==> config.mk <==
export PLATFORM = sky130hd
export DESIGN_NAME = ufb_uart
export DESIGN_NICKNAME = d
export VERILOG_FILES = /design/src/hw/ufb_pkg.sv /design/src/hw/ufb_uart.sv
export SDC_FILE = /design/constraint.sdc
export NUM_CORES = 1
export LEC_CHECK = 0
export CAP_MARGIN = 20
export CORE_MARGIN = 5
export CORE_UTILIZATION = 40
export CTS_BUF_LIST = sky130_fd_sc_hd__clkbuf_2 sky130_fd_sc_hd__clkbuf_4 sky130_fd_sc_hd__clkbuf_8
export DETAILED_ROUTE_END_ITERATION = 6
export DONT_BUFFER_PORTS = 1
export SYNTH_ARGS = -nofsm -noshare
export SYNTH_HDL_FRONTEND = slang
export SYNTH_SLANG_ARGS = --single-unit
==> constraint.sdc <==
create_clock -name mclk -period 4 [get_ports mclk]
set_input_delay 0.2 -clock mclk [delete_from_list [all_inputs] [get_ports mclk]]
set_output_delay 0.2 -clock mclk [all_outputs]
set_load 0.01 [all_outputs]
==> src/hw/ufb_pkg.sv <==
// Constants, types and state record of the UART channel
`default_nettype none
package ufb_pkg;
  //**************************************************
  // Register indexes, byte address is four times these
  //**************************************************
  localparam int         ADDR_W      = 12;
  localparam logic [2:0] IDX_DATA    = 3'h0;
  localparam logic [2:0] IDX_IER     = 3'h1;
  localparam logic [2:0] IDX_FCR     = 3'h2;
  localparam logic [2:0] IDX_LCR     = 3'h3;
  localparam logic [2:0] IDX_MCR     = 3'h4;
  localparam logic [2:0] IDX_LSR     = 3'h5;
  localparam logic [2:0] IDX_MSR     = 3'h6;
  localparam logic [2:0] IDX_SPR     = 3'h7;
  localparam logic [2:0] HSIZE_WORD  = 3'h2;
  //**************************************************
  // Reset values and codes
  //**************************************************
  localparam logic [3:0] RST_IER     = 4'h0;
  localparam logic [7:0] RST_LCR     = 8'h00;
  localparam logic [4:0] RST_MCR     = 5'h00;
  localparam logic [7:0] RST_SPR     = 8'hFF;
  localparam logic [3:0] ISR_NONE    = 4'h1;
  localparam logic [3:0] ISR_LINE    = 4'h6;
  localparam logic [3:0] ISR_RXRDY   = 4'h4;
  localparam logic [3:0] ISR_RXTO    = 4'hC;
  localparam logic [3:0] ISR_THRE    = 4'h2;
  localparam logic [3:0] ISR_MODEM   = 4'h0;
  //**************************************************
  // FIFO, baud and timeout counts
  //**************************************************
  localparam logic [4:0]      FIFO_DEPTH = 5'h10;
  localparam logic [3:0][4:0] RX_TRIG    = {5'h0E, 5'h08, 5'h04, 5'h01};
  localparam logic [4:0]      TX_TRIG    = 5'h08;
  localparam logic [5:0]      BIT_LAST   = 6'h0F;
  localparam logic [5:0]      START_MID  = 6'h07;
  localparam logic [5:0]      STOP1_LAST = 6'h0F;
  localparam logic [5:0]      STOP15_LST = 6'h17;
  localparam logic [5:0]      STOP2_LAST = 6'h1F;
  localparam logic [3:0]      WL_BASE    = 4'h5;
  localparam logic [6:0]      TO_MUL     = 7'h04;
  localparam logic [6:0]      TO_ADD     = 7'h0C;
  //**************************************************
  // Types
  //**************************************************
  typedef enum logic [2:0] {TX_IDLE, TX_START, TX_DATA, TX_PAR, TX_STOP} ufb_txst_t;
  typedef enum logic [2:0] {RX_IDLE, RX_START, RX_DATA, RX_PAR, RX_STOP} ufb_rxst_t;
  typedef struct packed {
    logic cd;
    logic ri;
    logic dsr;
    logic cts;
  } ufb_modem_t;
  typedef struct packed {
    logic [5:0]       sync1;
    logic [5:0]       sync2;
    logic [3:0]       int_enable_reg;
    logic             fifoEn;
    logic             dmaMode;
    logic [1:0]       trig;
    logic [7:0]       line_control_reg;
    logic [4:0]       modem_control_reg;
    logic [7:0]       spr;
    logic [7:0]       dll;
    logic [7:0]       divisor_high_byte;
    logic [15:0][7:0] txMem;
    logic [3:0]       txWr;
    logic [3:0]       txRd;
    logic [4:0]       txCnt;
    logic [15:0][7:0] rxMem;
    logic [3:0]       rxWr;
    logic [3:0]       rxRd;
    logic [4:0]       rxCnt;
    logic             oe;
    logic             pe;
    logic             fe;
    logic             thrInt;
    logic             toFlag;
    logic [3:0]       delta;
    logic [3:0]       mPrev;
    logic [15:0]      baudCnt;
    logic             tick;
    ufb_txst_t        txSt;
    logic [5:0]       txTick;
    logic [3:0]       txBit;
    logic [7:0]       txSh;
    logic             txPar;
    logic             txLine;
    ufb_rxst_t        rxSt;
    logic [5:0]       rxTick;
    logic [3:0]       rxBit;
    logic [7:0]       rxSh;
    logic             rxPar;
    logic             rxPerr;
    logic [3:0]       toTick;
    logic [6:0]       toBits;
    logic             apValid;
    logic             apWrite;
    logic             apOk;
    logic [2:0]       apIdx;
    logic             rdPend;
    logic [31:0]      hrdata;
    logic             hready;
    logic             intOut;
    logic             intOe;
    logic             txdPin;
    logic             dtrN;
    logic             rtsN;
    logic             op1N;
    logic             op2N;
    logic             txDmaReq;
    logic             rxDmaReq;
  } ufb_state_t;
endpackage
`default_nettype wire

==> src/hw/ufb_uart.sv <==
// UART channel with FIFOs, timeout, baud divisor, DMA signalling and loopback
`timescale 1ns/1ps
`default_nettype none
module ufb_uart
  import ufb_pkg::*;
(
  input  wire logic              mclk,
  input  wire logic              reset_n,
  input  wire logic              ce,
  input  wire logic              hsel,
  input  wire logic [ADDR_W-1:0] haddr,
  input  wire logic [1:0]        htrans,
  input  wire logic              hwrite,
  input  wire logic [2:0]        hsize,
  input  wire logic [31:0]       hwdata,
  input  wire logic              hready,
  output logic      [31:0]       hrdata,
  output logic                   hreadyout,
  output logic                   hresp,
  input  wire logic              rxdPin,
  input  wire logic              ctsN,
  input  wire logic              dsrN,
  input  wire logic              dcdN,
  input  wire logic              riN,
  input  wire logic              intOutputSelectPin,
  output logic                   txdPin,
  output logic                   dtrN,
  output logic                   rtsN,
  output logic                   userOutputOneN,
  output logic                   userOutputTwoN,
  output logic                   intOut,
  output logic                   intOe,
  output logic                   txDmaReq,
  output logic                   rxDmaReq
);
  ufb_state_t s;
  ufb_state_t n;
  logic        loopOn;
  logic        dlab;
  logic        rxLine;
  ufb_modem_t  mdm;
  logic [15:0] div;
  logic [3:0]  wlen;
  logic [6:0]  toLim;
  logic [4:0]  trig;
  logic [4:0]  cap;
  logic        rxAvail;
  logic        lineErr;
  logic        tmo;
  logic [3:0]  isrCode;
  logic [7:0]  lsrVal;
  logic [5:0]  stopLast;
  logic        take;
  logic        txParBit;
  logic        rxParBit;

  //**************************************************
  // Derived conditions
  //**************************************************
  assign loopOn   = s.modem_control_reg[4];
  assign dlab     = s.line_control_reg[7];
  assign rxLine   = loopOn ? s.txLine : s.sync2[0];
  assign mdm      = loopOn ? ufb_modem_t'(s.modem_control_reg[3:0]) : ufb_modem_t'(~s.sync2[4:1]);
  assign div      = {s.divisor_high_byte, s.dll};
  assign wlen     = WL_BASE + {2'h0, s.line_control_reg[1:0]};
  assign toLim    = {3'h0, wlen} * TO_MUL + TO_ADD;
  assign trig     = RX_TRIG[s.trig];
  assign cap      = s.fifoEn ? FIFO_DEPTH : 5'h01;
  assign rxAvail  = s.fifoEn ? (s.rxCnt >= trig) : (s.rxCnt != 5'h00);
  assign lineErr  = s.oe | s.pe | s.fe;
  assign tmo      = s.toFlag & (s.rxCnt != 5'h00);
  assign take     = hsel & htrans[1] & hready;
  assign txParBit = s.line_control_reg[5] ? ~s.line_control_reg[4] : (s.txPar ^ ~s.line_control_reg[4]);
  assign rxParBit = s.line_control_reg[5] ? ~s.line_control_reg[4] : (s.rxPar ^ ~s.line_control_reg[4]);
  assign stopLast = !s.line_control_reg[2] ? STOP1_LAST : (wlen == WL_BASE) ? STOP15_LST : STOP2_LAST;
  assign isrCode  = (s.int_enable_reg[2] && lineErr) ? ISR_LINE :
                    (s.int_enable_reg[0] && rxAvail) ? ISR_RXRDY :
                    (s.int_enable_reg[0] && tmo) ? ISR_RXTO :
                    (s.int_enable_reg[1] && s.thrInt) ? ISR_THRE :
                    (s.int_enable_reg[3] && s.delta != 4'h0) ? ISR_MODEM : ISR_NONE;
  assign lsrVal   = {s.fifoEn & (s.pe | s.fe),
                     (s.txCnt == 5'h00) && (s.txSt == TX_IDLE),
                     s.txCnt < cap,
                     1'b0, s.fe, s.pe, s.oe,
                     s.rxCnt != 5'h00};

  //**************************************************
  // Next state
  //**************************************************
  always_comb begin
    logic       tPush;
    logic       tPop;
    logic       rPush;
    logic       rPop;
    logic       toClr;
    logic       txRst;
    logic       rxRst;
    logic       thrClr;
    logic [7:0] rd;
    logic [7:0] wd;
    tPush  = 1'b0;
    tPop   = 1'b0;
    rPush  = 1'b0;
    rPop   = 1'b0;
    toClr  = 1'b0;
    txRst  = 1'b0;
    rxRst  = 1'b0;
    thrClr = 1'b0;
    rd     = 8'h00;
    wd     = hwdata[7:0];
    n      = s;
    n.sync1 = {intOutputSelectPin, dcdN, riN, dsrN, ctsN, rxdPin};
    n.sync2 = s.sync1;

    // Baud divisor, one tick per sixteenth of a bit
    n.tick = 1'b0;
    if (div != 16'h0000) begin
      if (s.baudCnt >= div - 16'h0001) begin
        n.baudCnt = 16'h0000;
        n.tick    = 1'b1;
      end else begin
        n.baudCnt = s.baudCnt + 16'h0001;
      end
    end

    // Bus address phase
    n.apValid = take;
    if (take) begin
      n.apWrite = hwrite;
      n.apIdx   = haddr[4:2];
      n.apOk    = (haddr[ADDR_W-1:5] == '0) && (haddr[1:0] == 2'h0) && (hsize == HSIZE_WORD);
    end
    if (take && !hwrite) begin
      n.hready = 1'b0;
      n.rdPend = 1'b1;
    end

    // Bus write data phase
    if (s.apValid && s.apWrite && s.apOk) begin
      unique case (s.apIdx)
        IDX_DATA: begin
          if (dlab) begin
            n.dll = wd;
          end else if (s.txCnt < cap) begin
            n.txMem[s.txWr] = wd;
            tPush  = 1'b1;
            thrClr = 1'b1;
          end
        end
        IDX_IER: begin
          if (dlab) begin
            n.divisor_high_byte = wd;
          end else begin
            n.int_enable_reg = wd[3:0];
          end
        end
        IDX_FCR: begin
          n.fifoEn  = wd[0];
          n.dmaMode = wd[3];
          n.trig    = wd[7:6];
          rxRst     = wd[1] | (wd[0] != s.fifoEn);
          txRst     = wd[2] | (wd[0] != s.fifoEn);
        end
        IDX_LCR: n.line_control_reg = wd;
        IDX_MCR: n.modem_control_reg = wd[4:0];
        IDX_SPR: n.spr = wd;
        IDX_LSR, IDX_MSR: ;
      endcase
    end

    // Bus read data phase, one wait state
    if (s.rdPend) begin
      n.rdPend = 1'b0;
      n.hready = 1'b1;
      if (s.apOk) begin
        unique case (s.apIdx)
          IDX_DATA: begin
            if (dlab) begin
              rd = s.dll;
            end else begin
              rd    = s.rxMem[s.rxRd];
              rPop  = s.rxCnt != 5'h00;
              toClr = 1'b1;
            end
          end
          IDX_IER: rd = dlab ? s.divisor_high_byte : {4'h0, s.int_enable_reg};
          IDX_FCR: begin
            rd     = {s.fifoEn, s.fifoEn, 2'h0, isrCode};
            thrClr = isrCode == ISR_THRE;
          end
          IDX_LCR: rd = s.line_control_reg;
          IDX_MCR: rd = {3'h0, s.modem_control_reg};
          IDX_LSR: begin
            rd   = lsrVal;
            n.oe = 1'b0;
            n.pe = 1'b0;
            n.fe = 1'b0;
          end
          IDX_MSR: begin
            rd      = {mdm, s.delta};
            n.delta = 4'h0;
          end
          IDX_SPR: rd = s.spr;
        endcase
      end
      n.hrdata = {24'h000000, rd};
    end

    // Transmitter
    if (s.tick) begin
      if (s.txSt != TX_IDLE) begin
        n.txTick = s.txTick + 6'h01;
      end
      unique case (s.txSt)
        TX_IDLE: begin
          if (s.txCnt != 5'h00) begin
            n.txSh   = s.txMem[s.txRd];
            tPop     = 1'b1;
            n.txSt   = TX_START;
            n.txTick = 6'h00;
            n.txLine = 1'b0;
            n.txPar  = 1'b0;
            n.txBit  = 4'h0;
          end
        end
        TX_START, TX_DATA: begin
          if (s.txTick == BIT_LAST) begin
            n.txTick = 6'h00;
            if (s.txSt == TX_DATA && s.txBit == wlen) begin
              n.txSt   = s.line_control_reg[3] ? TX_PAR : TX_STOP;
              n.txLine = s.line_control_reg[3] ? txParBit : 1'b1;
            end else begin
              n.txSt   = TX_DATA;
              n.txLine = s.txSh[0];
              n.txPar  = s.txPar ^ s.txSh[0];
              n.txSh   = {1'b0, s.txSh[7:1]};
              n.txBit  = s.txBit + 4'h1;
            end
          end
        end
        TX_PAR: begin
          if (s.txTick == BIT_LAST) begin
            n.txTick = 6'h00;
            n.txSt   = TX_STOP;
            n.txLine = 1'b1;
          end
        end
        TX_STOP: begin
          if (s.txTick == stopLast) begin
            n.txSt = TX_IDLE;
          end
        end
      endcase
    end

    // Receiver, sampling at bit centres
    if (s.tick) begin
      n.rxTick = s.rxTick + 6'h01;
      unique case (s.rxSt)
        RX_IDLE: begin
          n.rxTick = 6'h00;
          if (!rxLine) begin
            n.rxSt = RX_START;
          end
        end
        RX_START: begin
          if (s.rxTick == START_MID) begin
            n.rxTick = 6'h00;
            n.rxSt   = rxLine ? RX_IDLE : RX_DATA;
            n.rxBit  = 4'h0;
            n.rxPar  = 1'b0;
          end
        end
        RX_DATA: begin
          if (s.rxTick == BIT_LAST) begin
            n.rxTick = 6'h00;
            n.rxSh   = {rxLine, s.rxSh[7:1]};
            n.rxPar  = s.rxPar ^ rxLine;
            n.rxBit  = s.rxBit + 4'h1;
            if (s.rxBit + 4'h1 == wlen) begin
              n.rxSt = s.line_control_reg[3] ? RX_PAR : RX_STOP;
            end
            n.rxPerr = 1'b0;
          end
        end
        RX_PAR: begin
          if (s.rxTick == BIT_LAST) begin
            n.rxTick = 6'h00;
            n.rxPerr = rxLine != rxParBit;
            n.rxSt   = RX_STOP;
          end
        end
        RX_STOP: begin
          if (s.rxTick == BIT_LAST) begin
            n.rxSt = RX_IDLE;
            toClr  = 1'b1;
            if (s.rxCnt < cap) begin
              n.rxMem[s.rxWr] = s.rxSh >> (4'h8 - wlen);
              rPush = 1'b1;
            end else begin
              n.oe = 1'b1;
            end
            n.fe = n.fe | !rxLine;
            n.pe = n.pe | s.rxPerr;
          end
        end
      endcase
    end

    // Receive timeout, one count per bit time
    if (toClr || s.rxCnt == 5'h00) begin
      n.toTick = 4'h0;
      n.toBits = 7'h00;
      n.toFlag = 1'b0;
    end else if (s.tick) begin
      n.toTick = s.toTick + 4'h1;
      if (s.toTick == BIT_LAST[3:0] && s.toBits != 7'h7F) begin
        n.toBits = s.toBits + 7'h01;
      end
    end
    if (s.fifoEn && s.toBits >= toLim && s.rxCnt != 5'h00 && s.rxCnt < trig) begin
      n.toFlag = 1'b1;
    end

    // FIFO pointers and counts
    if (tPush) begin
      n.txWr = s.txWr + 4'h1;
    end
    if (tPop) begin
      n.txRd = s.txRd + 4'h1;
    end
    n.txCnt = s.txCnt + {4'h0, tPush} - {4'h0, tPop};
    if (rPush) begin
      n.rxWr = s.rxWr + 4'h1;
    end
    if (rPop) begin
      n.rxRd = s.rxRd + 4'h1;
    end
    n.rxCnt = s.rxCnt + {4'h0, rPush} - {4'h0, rPop};
    if (txRst) begin
      n.txWr  = 4'h0;
      n.txRd  = 4'h0;
      n.txCnt = 5'h00;
    end
    if (rxRst) begin
      n.rxWr  = 4'h0;
      n.rxRd  = 4'h0;
      n.rxCnt = 5'h00;
    end

    // Transmit empty flag, set wins over clear
    if (thrClr) begin
      n.thrInt = 1'b0;
    end
    if ((tPop && !tPush && s.txCnt == 5'h01) || (n.int_enable_reg[1] && !s.int_enable_reg[1] && s.txCnt == 5'h00)) begin
      n.thrInt = 1'b1;
    end

    // Modem change flags, set wins over clear
    n.mPrev = mdm;
    n.delta = n.delta | (mdm ^ s.mPrev);

    // Registered outputs
    n.intOut   = isrCode != ISR_NONE;
    n.intOe    = s.sync2[5] | s.modem_control_reg[3];
    n.txdPin   = loopOn | (s.txLine & ~s.line_control_reg[6]);
    n.dtrN     = loopOn | ~s.modem_control_reg[0];
    n.rtsN     = loopOn | ~s.modem_control_reg[1];
    n.op1N     = loopOn | ~s.modem_control_reg[2];
    n.op2N     = loopOn | ~s.modem_control_reg[3];
    n.txDmaReq = s.dmaMode ? (s.txCnt < TX_TRIG) : (s.txCnt == 5'h00);
    n.rxDmaReq = s.dmaMode ? (s.rxCnt > trig) : (s.rxCnt != 5'h00);
  end

  //**************************************************
  // State register
  //**************************************************
  always_ff @(posedge mclk) begin
    if (!reset_n) begin
      s        <= '0;
      s.sync1  <= '1;
      s.sync2  <= '1;
      s.int_enable_reg    <= RST_IER;
      s.line_control_reg    <= RST_LCR;
      s.modem_control_reg    <= RST_MCR;
      s.spr    <= RST_SPR;
      s.hready <= 1'b1;
      s.txLine <= 1'b1;
      s.txdPin <= 1'b1;
      s.dtrN   <= 1'b1;
      s.rtsN   <= 1'b1;
      s.op1N   <= 1'b1;
      s.op2N   <= 1'b1;
    end else if (ce) begin
      s <= n;
    end
  end

  assign hrdata         = s.hrdata;
  assign hreadyout      = s.hready;
  assign hresp          = 1'b0;
  assign txdPin         = s.txdPin;
  assign dtrN           = s.dtrN;
  assign rtsN           = s.rtsN;
  assign userOutputOneN = s.op1N;
  assign userOutputTwoN = s.op2N;
  assign intOut         = s.intOut;
  assign intOe          = s.intOe;
  assign txDmaReq       = s.txDmaReq;
  assign rxDmaReq       = s.rxDmaReq;
endmodule
`default_nettype wire

==> run metrics, run 1 <==
Peak VDD IR a little over 0.2 mV; first-pass GRT wire length 101 mm; crit path time final 3.75 ns; DP Wirelength about 40 mm; critical path, cell by cell inv_1, ha_1, o21ai_1, a31oi_1, nor4_4, buf_4, and3_1, nand2_1, dlygate4sd3_1, a21boi_1, dlygate4sd3_1; highest clock rate 267 MHz; Tot GR Track Use 20.5%; startpoint types register; fin cells 3476; Critical path origin s[278]$_SDFFE_PN0P_; cell family with most CP delay buffers and inverters; Max clock buf depth 3; final setup violating endpoints 0; area grow syn2layout 17.1%; cell accounting for the most synthesized area dfxtp_1; required time worst endpoint 4.60 ns; Remaining DRCs 2; Post-synth EDFFs 0; Gate Count Post-Synth 2544; Final Instance Area 26500 um^2; CTS tree done; Buf/Inv on CP 4; row count 87; number of global-route vias before repair approximately 19000; Tot Pwr 9.19 mW; Synth warnings 0; routed len/inst ~18 um; footprint of the multi-input gates around 12000 um^2; Avg Cell Area, Syn 8.90 um^2; status complete, but fails checks; Slew headroom 13.2%; Inst Count DP approximately 3100; Synth Register Bits 451; vias after detailed routing roughly 19000; I/O pin count 104; RSZ-0062 raised after global routing false; top post-synthesis cells by area dfxtp_1 (40%), mux4_2 (7.3%), nand2_1 (7.2%); WL final 64.1 mm; worst flop-to-flop path startpoint s[278]$_SDFFE_PN0P_; Crit path arrival time around 4.4 ns; 1st-pass router iterations 7; htree depth 3; CORE AREA 56300 um^2; Post-DP Area 22900 um^2; Max Cap Viol 0; total congestion overflow 0; hold crit path type primary input to register; Netlist cell types 92; layout cells sized above 1 11.5%; nets 2786; Mapped Area 22700 um^2; CP Capture Type register; Post-synth ARST share 0%; final worst path period share approximately 94%; worst stage delay on the critical path 0.57 ns; Final Hold Viols 0; cts bufs inserted 78; hold_sp hwdata[2]; count leader, synth dfxtp_1; sequential share of the synthesized area 39.9%; port bufs 0; commonest register cell after synthesis dfxtp_1; Tightest Pin Transition roughly 1.3 ns; root buf cell clkbuf_8; Clock Latency Late Sink just under 0.7 ns; Reg area around 9000 um^2; max-slew violation count 0; WS Path Type register to register; Max Clock Skew 0.0468 ns; Layout fillers 5258; routed vias/inst 5.51; Final ANT Viol Nets 0; largest net degree at the start of global routing between 200 and 300; CP max stage cell dlygate4sd3_1; final RePlAce weighted congestion 0.881; Die H approximately 250 um; starting density of the core about 40%; Worst-path clk slew 0.06 ns; Crit Path Max Fanout 35; Starting DRT DRC Count 1552; Die ar. 61500 um^2; failing checks DRC; Die W 248 um; initial antenna violation count 4; synth cell count leaders dfxtp_1 (451), nand2_1 (433), nand3_1 (182), o21ai_0 (174), nor2_1 (110); Leak Pwr 9.55 nW; Cell Pwr Density 346 nW/um^2; setup TNS 0 ns; most frequent CP cell dlygate4sd3_1; clock sinks 451; post-synth top area share 39.9%
[worst paths after layout]
check | to | slack, ns | cells after the start
worst min register to register | s[395]$_SDFFE_PN0P_ | 0.45 | 2
worst min-delay path | s[283]$_SDFFE_PN0P_ | 0.07 | 4
worst max register to register | s[373]$_SDFFE_PN0P_ | 0.25 | 11
worst max-delay path | s[373]$_SDFFE_PN0P_ | 0.25 | 11
[worst min-delay path: stages]
cell,delay [ns]
nor2_1,0.11
or2_2,0.18
a32oi_1,0.11
nor2b_1,0.10
[report_power, final]
part	internal [mW]	switching, mW	leakage, nW	total, mW
Combinational	0.114	0.175	5.04	0.289
Sequential	4.51	0.0141	3.64	4.52
Clock	2.45	1.94	0.868	4.38
Total	7.07	2.12	9.55	9.19
[placed cells by master (no fill, tap or decap), drive strengths merged, types with 10 or more instances in the layout]
master       instances
clkbuf             122
nand3              198
nor2               112
nand2              433
o21a                12
nor4                10
dlygate4sd3        180
or3                 11
a211oi              23
o22ai               12
nand4               38
nand2b              15
xor2                36
buf                 44
dfxtp              451
o21ai              185
a21boi             153
and2                17
xnor2               28
and3                27
ha                  63
inv                 56
mux4                73
a22oi               16
a21oi               61
nor2b               74
nor3                26
conb                25
mux2i               77
[cells by family after synthesis]
kind of cell    share of synthesized area [%]
simple gates                             21.7
compound gates                           15.6
flops                                    39.9
buf+inv                                  5.61
mux                                      11.0
fa+ha+maj                                3.66
xor+xnor                                 2.47
other cells                            0.0166
[flip-flops by register name, summed over array words and instances, names as in the netlist, 3 cells and up]
| signal | cells |
|---|---|
| div | 16 |
| s | 406 |
| lsrVal | 3 |
| n | 6 |
| hrdata | 8 |
[per-stage QoR]
stage / hold slack, ns / worst slack (ns) / utilization (%)
6_report: 0.0737 / 0.250 / 47.1
5_1_grt: 0.0731 / 0.0545 / 47.1
4_1_cts: 0.00109 / 0.278 / 47.1
3_5_place_dp: 0.333 / 0.594 / 40.7
3_3_place_gp: 0.330 / 0.675 / 40.7
2_1_floorplan: 0.328 / 0.917 / -
[routing by layer]
layer	global-route usage [%]	vias up	share of wire, %
met1	27.7	9254	45
li1	-	9177	-
met4	8.21	0	2.9
met5	0	-	0
met2	31.9	602	45
met3	4.65	121	7.3
[area by class of cell]
cell class / count / area share, %
Antenna cell: 5 / 0.0472
Clock buffer: 122 / 5.79
Clock inverter: 13 / 0.349
Inverter: 54 / 0.764
Multi-Input combinational cell: 1851 / 46.9
Sequential cell: 451 / 34.0
Tap cell: 756 / 3.56
Timing Repair Buffer: 224 / 8.53
[repair_timing]
item / CTS / global route
hold buffers: 187 / 0
setup endpoints to repair: 0 / 1
gates resized for setup: 0 / 1
buffers inserted: 0 / 0
hold endpoints to repair: 442 / 0
Note: power is estimated with default switching activity, not from simulation.
==> inputs of run 2 (changes only) <==
- clock period: 4 -> 4.9 ns (I/O delays scaled with it)
==> run metrics, run 2 (synthesis results as in run 1) <==
status finished clean; first-pass GRT wire length 100 mm; cts bufs inserted 80; Remaining DRCs 0; RSZ-0062 raised after global routing false; internal power 5.84 mW; Crit Path Max Fanout 9; Biggest register s; Die W 248 um; htree depth 3; Comb power frac 3.2%; Max Cap Viol 0; Crit path arrival time approximately 4 ns; Tot GR Track Use about a fifth; Worst-path clk slew 0.06 ns; highest clock rate ~280 MHz; clock share of power 48.3%; routed len/inst 18.7 um; Starting DRT DRC Count ~1500; WS Path Type register to register; final RePlAce weighted congestion roughly 0.9; CP Capture Type register; crit path time final ~3.6 ns; Peak VDD IR 0.194 mV; vias after detailed routing 18800; part of the power in registers about 49%; routed vias/inst between 5 and 6; Slew headroom 11.3%; Leak Pwr 9.12 nW; Final Hold Viols 0; required time worst endpoint 5.44 ns; cell family with most CP delay adder cells; port bufs 0; critical path, cell by cell inv_1, ha_1, inv_1, a31oi_1, nor3_1, inv_1, ha_1, inv_1, ha_1, inv_1, fa_1, nor2_1, nor2_1, o21bai_1, xor2_1, o22ai_1, and2_1; Tot Pwr roughly 7.6 mW; CORE AREA 56300 um^2; commonest cells after routing, fill and taps aside dfxtp_1 (448), nand2_1 (433), nand3_1 (182); switch share 23.3%; final worst path period share 72.9%; hold crit path type primary input to register; CP max stage cell dfxtp_1; CTS tree done; starting density of the core roughly 40%; setup TNS 0 ns; Die ar. 61500 um^2; nets 2703; 1st-pass router iterations 5; Die H 248 um; total congestion overflow 0; layout cells sized above 1 a little under an eighth; row count 87; commonest non-fill, non-tap cell in the layout dfxtp_1; Buf/Inv on CP 5; number of global-route vias before repair 18200; max-slew violation count 0; Final ANT Viol Nets 0; initial antenna violation count 2; Clock Latency Late Sink 0.68 ns; worst stage delay on the critical path 0.55 ns; DP Wirelength 39.3 mm; final setup violating endpoints 0; Tightest Pin Transition 1.33 ns; startpoint types register; Largest register FFs 406; Max clock buf depth 3; largest net degree at the start of global routing 340; WL final between 60 and 70 mm; clock sinks ~450; area grow syn2layout 13.7%; I/O pin count 104; Cell Pwr Density roughly 300 nW/um^2; Max Clock Skew around 0.041 ns; most frequent CP cell inv_1; root buf cell clkbuf_8; Sw Pwr 1.77 mW; Post-CTS Resized 0
==> run 2: power groups by stage <==
stage                     registers [mW]  clock network [mW]  logic, mW
after CTS                           3.69                3.76      0.235
after detailed placement            3.77                   0      0.106
final                               3.69                3.68      0.240
after global routing                3.69                3.94      0.255
after floorplan                     3.77                   0      0.167
after global placement              3.77                   0      0.105
==> run 2: worst paths after layout <==
kind	end	startpoint	slack [ns]	depth (start not counted)
max	s[281]$_SDFFE_PN0P_	s[458]$_SDFFE_PN0P_	1.33	17
min	s[450]$_SDFFE_PN0P_	ce	0.08	4
min reg2reg	s[350]$_SDFFE_PN0P_	s[350]$_SDFFE_PN0P_	0.45	2
max reg2reg	s[281]$_SDFFE_PN0P_	s[458]$_SDFFE_PN0P_	1.33	17
==> run 2: cell type report <==
cell class	instances	area, um^2
sequential	451	9030
antenna	1	2.50
inverter	54	203
tap	756	946
multi-input combinational	1851	12400
timing repair buffer	139	1450
clock inverter	9	87.6
clock buffer	132	1600
fill	5385	30500
==> run 2: repair_timing <==
action / CTS / global route
buffers inserted: 0 / 0
hold buffers: 121 / 0
hold endpoints to repair: 433 / 0
==> run 2: per-layer routing <==
layer  wire length (um)  track usage (%)  part of all wire (%)  up-vias
met1              28500             27.5                    45     9200
li1                   -                -                     -     9014
met4               1290             6.48                   2.0        0
met3               4280             4.12                   6.7      104
met2              29500             32.6                    46      527
met5                  0                0                     0        -
==> run 2: worst min-delay path: stages <==
cell and delay, ns:
nand2_1 0.07, nor3_2 0.15, mux2i_1 0.18, nor2b_1 0.06
==> run 2: per-stage QoR <==
step           util, %  setup slack [ns]  area [um^2]  hold WS, ns  instances
3_5_place_dp      40.4              1.37        22800        0.380       3129
3_3_place_gp      40.4              1.44        22800        0.375       3129
2_1_floorplan        -              1.82        22700        0.373       2568
5_1_grt           45.8              1.01        25800       0.0678       3393
4_1_cts           45.7              1.33        25700       0.0161       3391
6_report          45.8              1.33        25800       0.0842       3393
==> inputs of run 3 (changes only) <==
- ABC_AREA: unset -> 1
- clock period: 4.9 -> 3.3 ns (I/O delays scaled with it)
==> run metrics, run 3 <==
max-slew violation count 0; final setup violating endpoints 0; Final ANT Viol Nets 0; Post-CTS Setup Bufs 0; Crit path arrival time 3.59 ns; clock share of power 47.5%; Inst Count DP 3912; WHS Path Cells 4; Tot GR Track Use 22.0%; internal power 8.50 mW; cts bufs inserted 81; Synth warnings 0; sequential share of the synthesized area 39.8%; synth cell count leaders nor2_1 (696), nand2_1 (497), dfxtp_1 (451), o21ai_0 (380), inv_1 (224); total congestion overflow 0; Comb power frac 3.2%; Synth Register Bits 451; commonest register cell after synthesis dfxtp_1; routed vias/inst 5.16; final worst path period share 90.5%; layout cells sized above 1 8.14%; Layout Utilization between 40 and 50%; Cell Pwr Density 426 nW/um^2; Gate Count Post-Synth 3278; Tightest Pin Transition 1.15 ns; highest clock rate 335 MHz; hold crit path type primary input to register; setup TNS 0 ns; CORE AREA approximately 56000 um^2; I/O pin count 104; count leader, synth nor2_1; nets 3495; Layout fillers 5826; part of the power in registers 49.3%; crit path time final 2.99 ns; htree depth 3; routed len/inst between 15 and 20 um; Starting DRT DRC Count 1582; Leak Pwr 11.2 nW; row count 87; CP Capture Type register; number of global-route vias before repair 20200; 1st-pass router iterations 6; final RePlAce weighted congestion ~0.88; startpoint types register; root buf cell clkbuf_8; CTS tree done; largest net degree at the start of global routing roughly 260; Remaining DRCs 0; WL final 69.1 mm; cell accounting for the most synthesized area dfxtp_1; Die H 248 um; area grow syn2layout 15.1%; vias after detailed routing between 20000 and 25000; DP Wirelength 42.7 mm; RSZ-0062 raised after global routing false; Slew headroom 22.8%; WS Path Type register to register; Max Clock Skew 0.0284 ns; Max Cap Viol 0; footprint of the multi-input gates 11900 um^2; Clock Latency Late Sink 0.68 ns; Post-synth EDFFs 0; Sw Pwr between 2 and 3 mW; commonest cells after routing, fill and taps aside nor2_1 (696), nand2_1 (496), dfxtp_1 (449); Crit Path Max Fanout 5; Mapped Area 22700 um^2; Biggest register s; Die W 248 um; top post-synthesis cells by area dfxtp_1 (40%), nor2_1 (12%), o21ai_0 (8.4%); Avg Cell Area, Syn 6.92 um^2; Reg area 9030 um^2; status finished clean; post-synth top area share roughly 40%; Reg2Reg Depth 16; initial antenna violation count 3; Worst-path clk slew 0.06 ns; Largest register FFs ~410; first-pass GRT wire length 110 mm; Post-synth ARST share 0%; Final Hold Viols 0; starting density of the core 40.3%; commonest non-fill, non-tap cell in the layout nor2_1; Netlist cell types 55; port bufs 0; fin cells 4175; required time worst endpoint roughly 3.9 ns; clock sinks 451; switch share 23.6%; Die ar. 61600 um^2; Peak VDD IR 0.422 mV; Max clock buf depth 3
==> run 3: layout make-up <==
type                       instances  area share [%]
clock inverter                    12           0.360
inverter                         265            4.03
sequential                       451            34.6
antenna                            4          0.0384
multi-input combinational       2406            45.5
clock buffer                     117            5.67
tap                              756            3.62
timing repair buffer             164            6.17
==> run 3: worst paths after layout <==
kind	startpoint	to	slack [ns]
setup / recovery	s[137]$_SDFFE_PN0P_	s[140]$_SDFFE_PN0P_	0.31
hold / removal	ce	s[317]$_SDFFE_PN0P_	0.13
setup reg to reg	s[137]$_SDFFE_PN0P_	s[140]$_SDFFE_PN0P_	0.31
hold reg to reg	s[198]$_SDFFE_PN0P_	s[198]$_SDFFE_PN0P_	0.45
==> run 3: metal layers <==
layer / part of all wire, % / routed length, um / global-route usage, % / vias to the layer above
li1: - / - / - / 10900
met4: 3.5 / 2400 / 8.23 / 0
met3: 6.1 / 4230 / 4.52 / 161
met5: 0 / 0 / 0 / -
met1: 45 / 31400 / 29.9 / 9834
met2: 45 / 31100 / 34.9 / 655
==> run 3: power by group through the flow <==
| stage | clock network (mW) | registers [mW] | logic, mW |
|---|---|---|---|
| 6_report | 5.28 | 5.49 | 0.354 |
| 5_1_grt | 5.68 | 5.49 | 0.381 |
| 4_1_cts | 5.41 | 5.49 | 0.342 |
| 3_5_place_dp | 0 | 5.60 | 0.190 |
| 3_3_place_gp | 0 | 5.60 | 0.190 |
| 2_1_floorplan | 0 | 5.60 | 0.240 |
==> run 3: through the flow <==
stage | hold slack [ns] | total power, mW | cell area (um^2) | worst slack (ns)
3_5_place_dp | 0.286 | 5.79 | 23200 | 0.0535
4_1_cts | 0.0553 | 11.2 | 26000 | 0.0424
6_report | 0.132 | 11.1 | 26100 | 0.312
5_1_grt | 0.0827 | 11.5 | 26100 | 0.00407
3_3_place_gp | 0.268 | 5.79 | 23200 | 0.153
2_1_floorplan | 0.291 | 5.84 | 22800 | 0.484
==> run 3: kinds of logic after synthesis <==
logic type	Yosys count	share of synthesized area (%)
AOI/OAI and AO/OA	748	17.6
xor gates and xnor gates	43	1.66
adders and majority gates	65	3.65
buffers and inverters	445	8.28
and+or+nand+nor	1525	29.0
DFF	451	39.8
other	1	0.0165
==> run 3: worst max-delay path, stage by stage, from the launching register on <==
cell and delay [ns]:
dfxtp_1 0.45, inv_1 0.14, ha_1 0.22, o21ai_1 0.07
nand3_1 0.12, a21oi_4 0.25, nand2_1 0.12, ha_1 0.29
inv_1 0.06, ha_1 0.15, inv_1 0.05, fa_1 0.41
o21ai_0 0.17, a21oi_1 0.10, a21oi_1 0.12, o21ai_0 0.09
a21oi_1 0.13
==> run 3: repair_timing <==
item | in CTS | in global routing
gates resized for setup | 0 | 5
hold endpoints to repair | 437 | 0
endpoints found under the setup margin | 0 | 14
hold buffers | 128 | 0
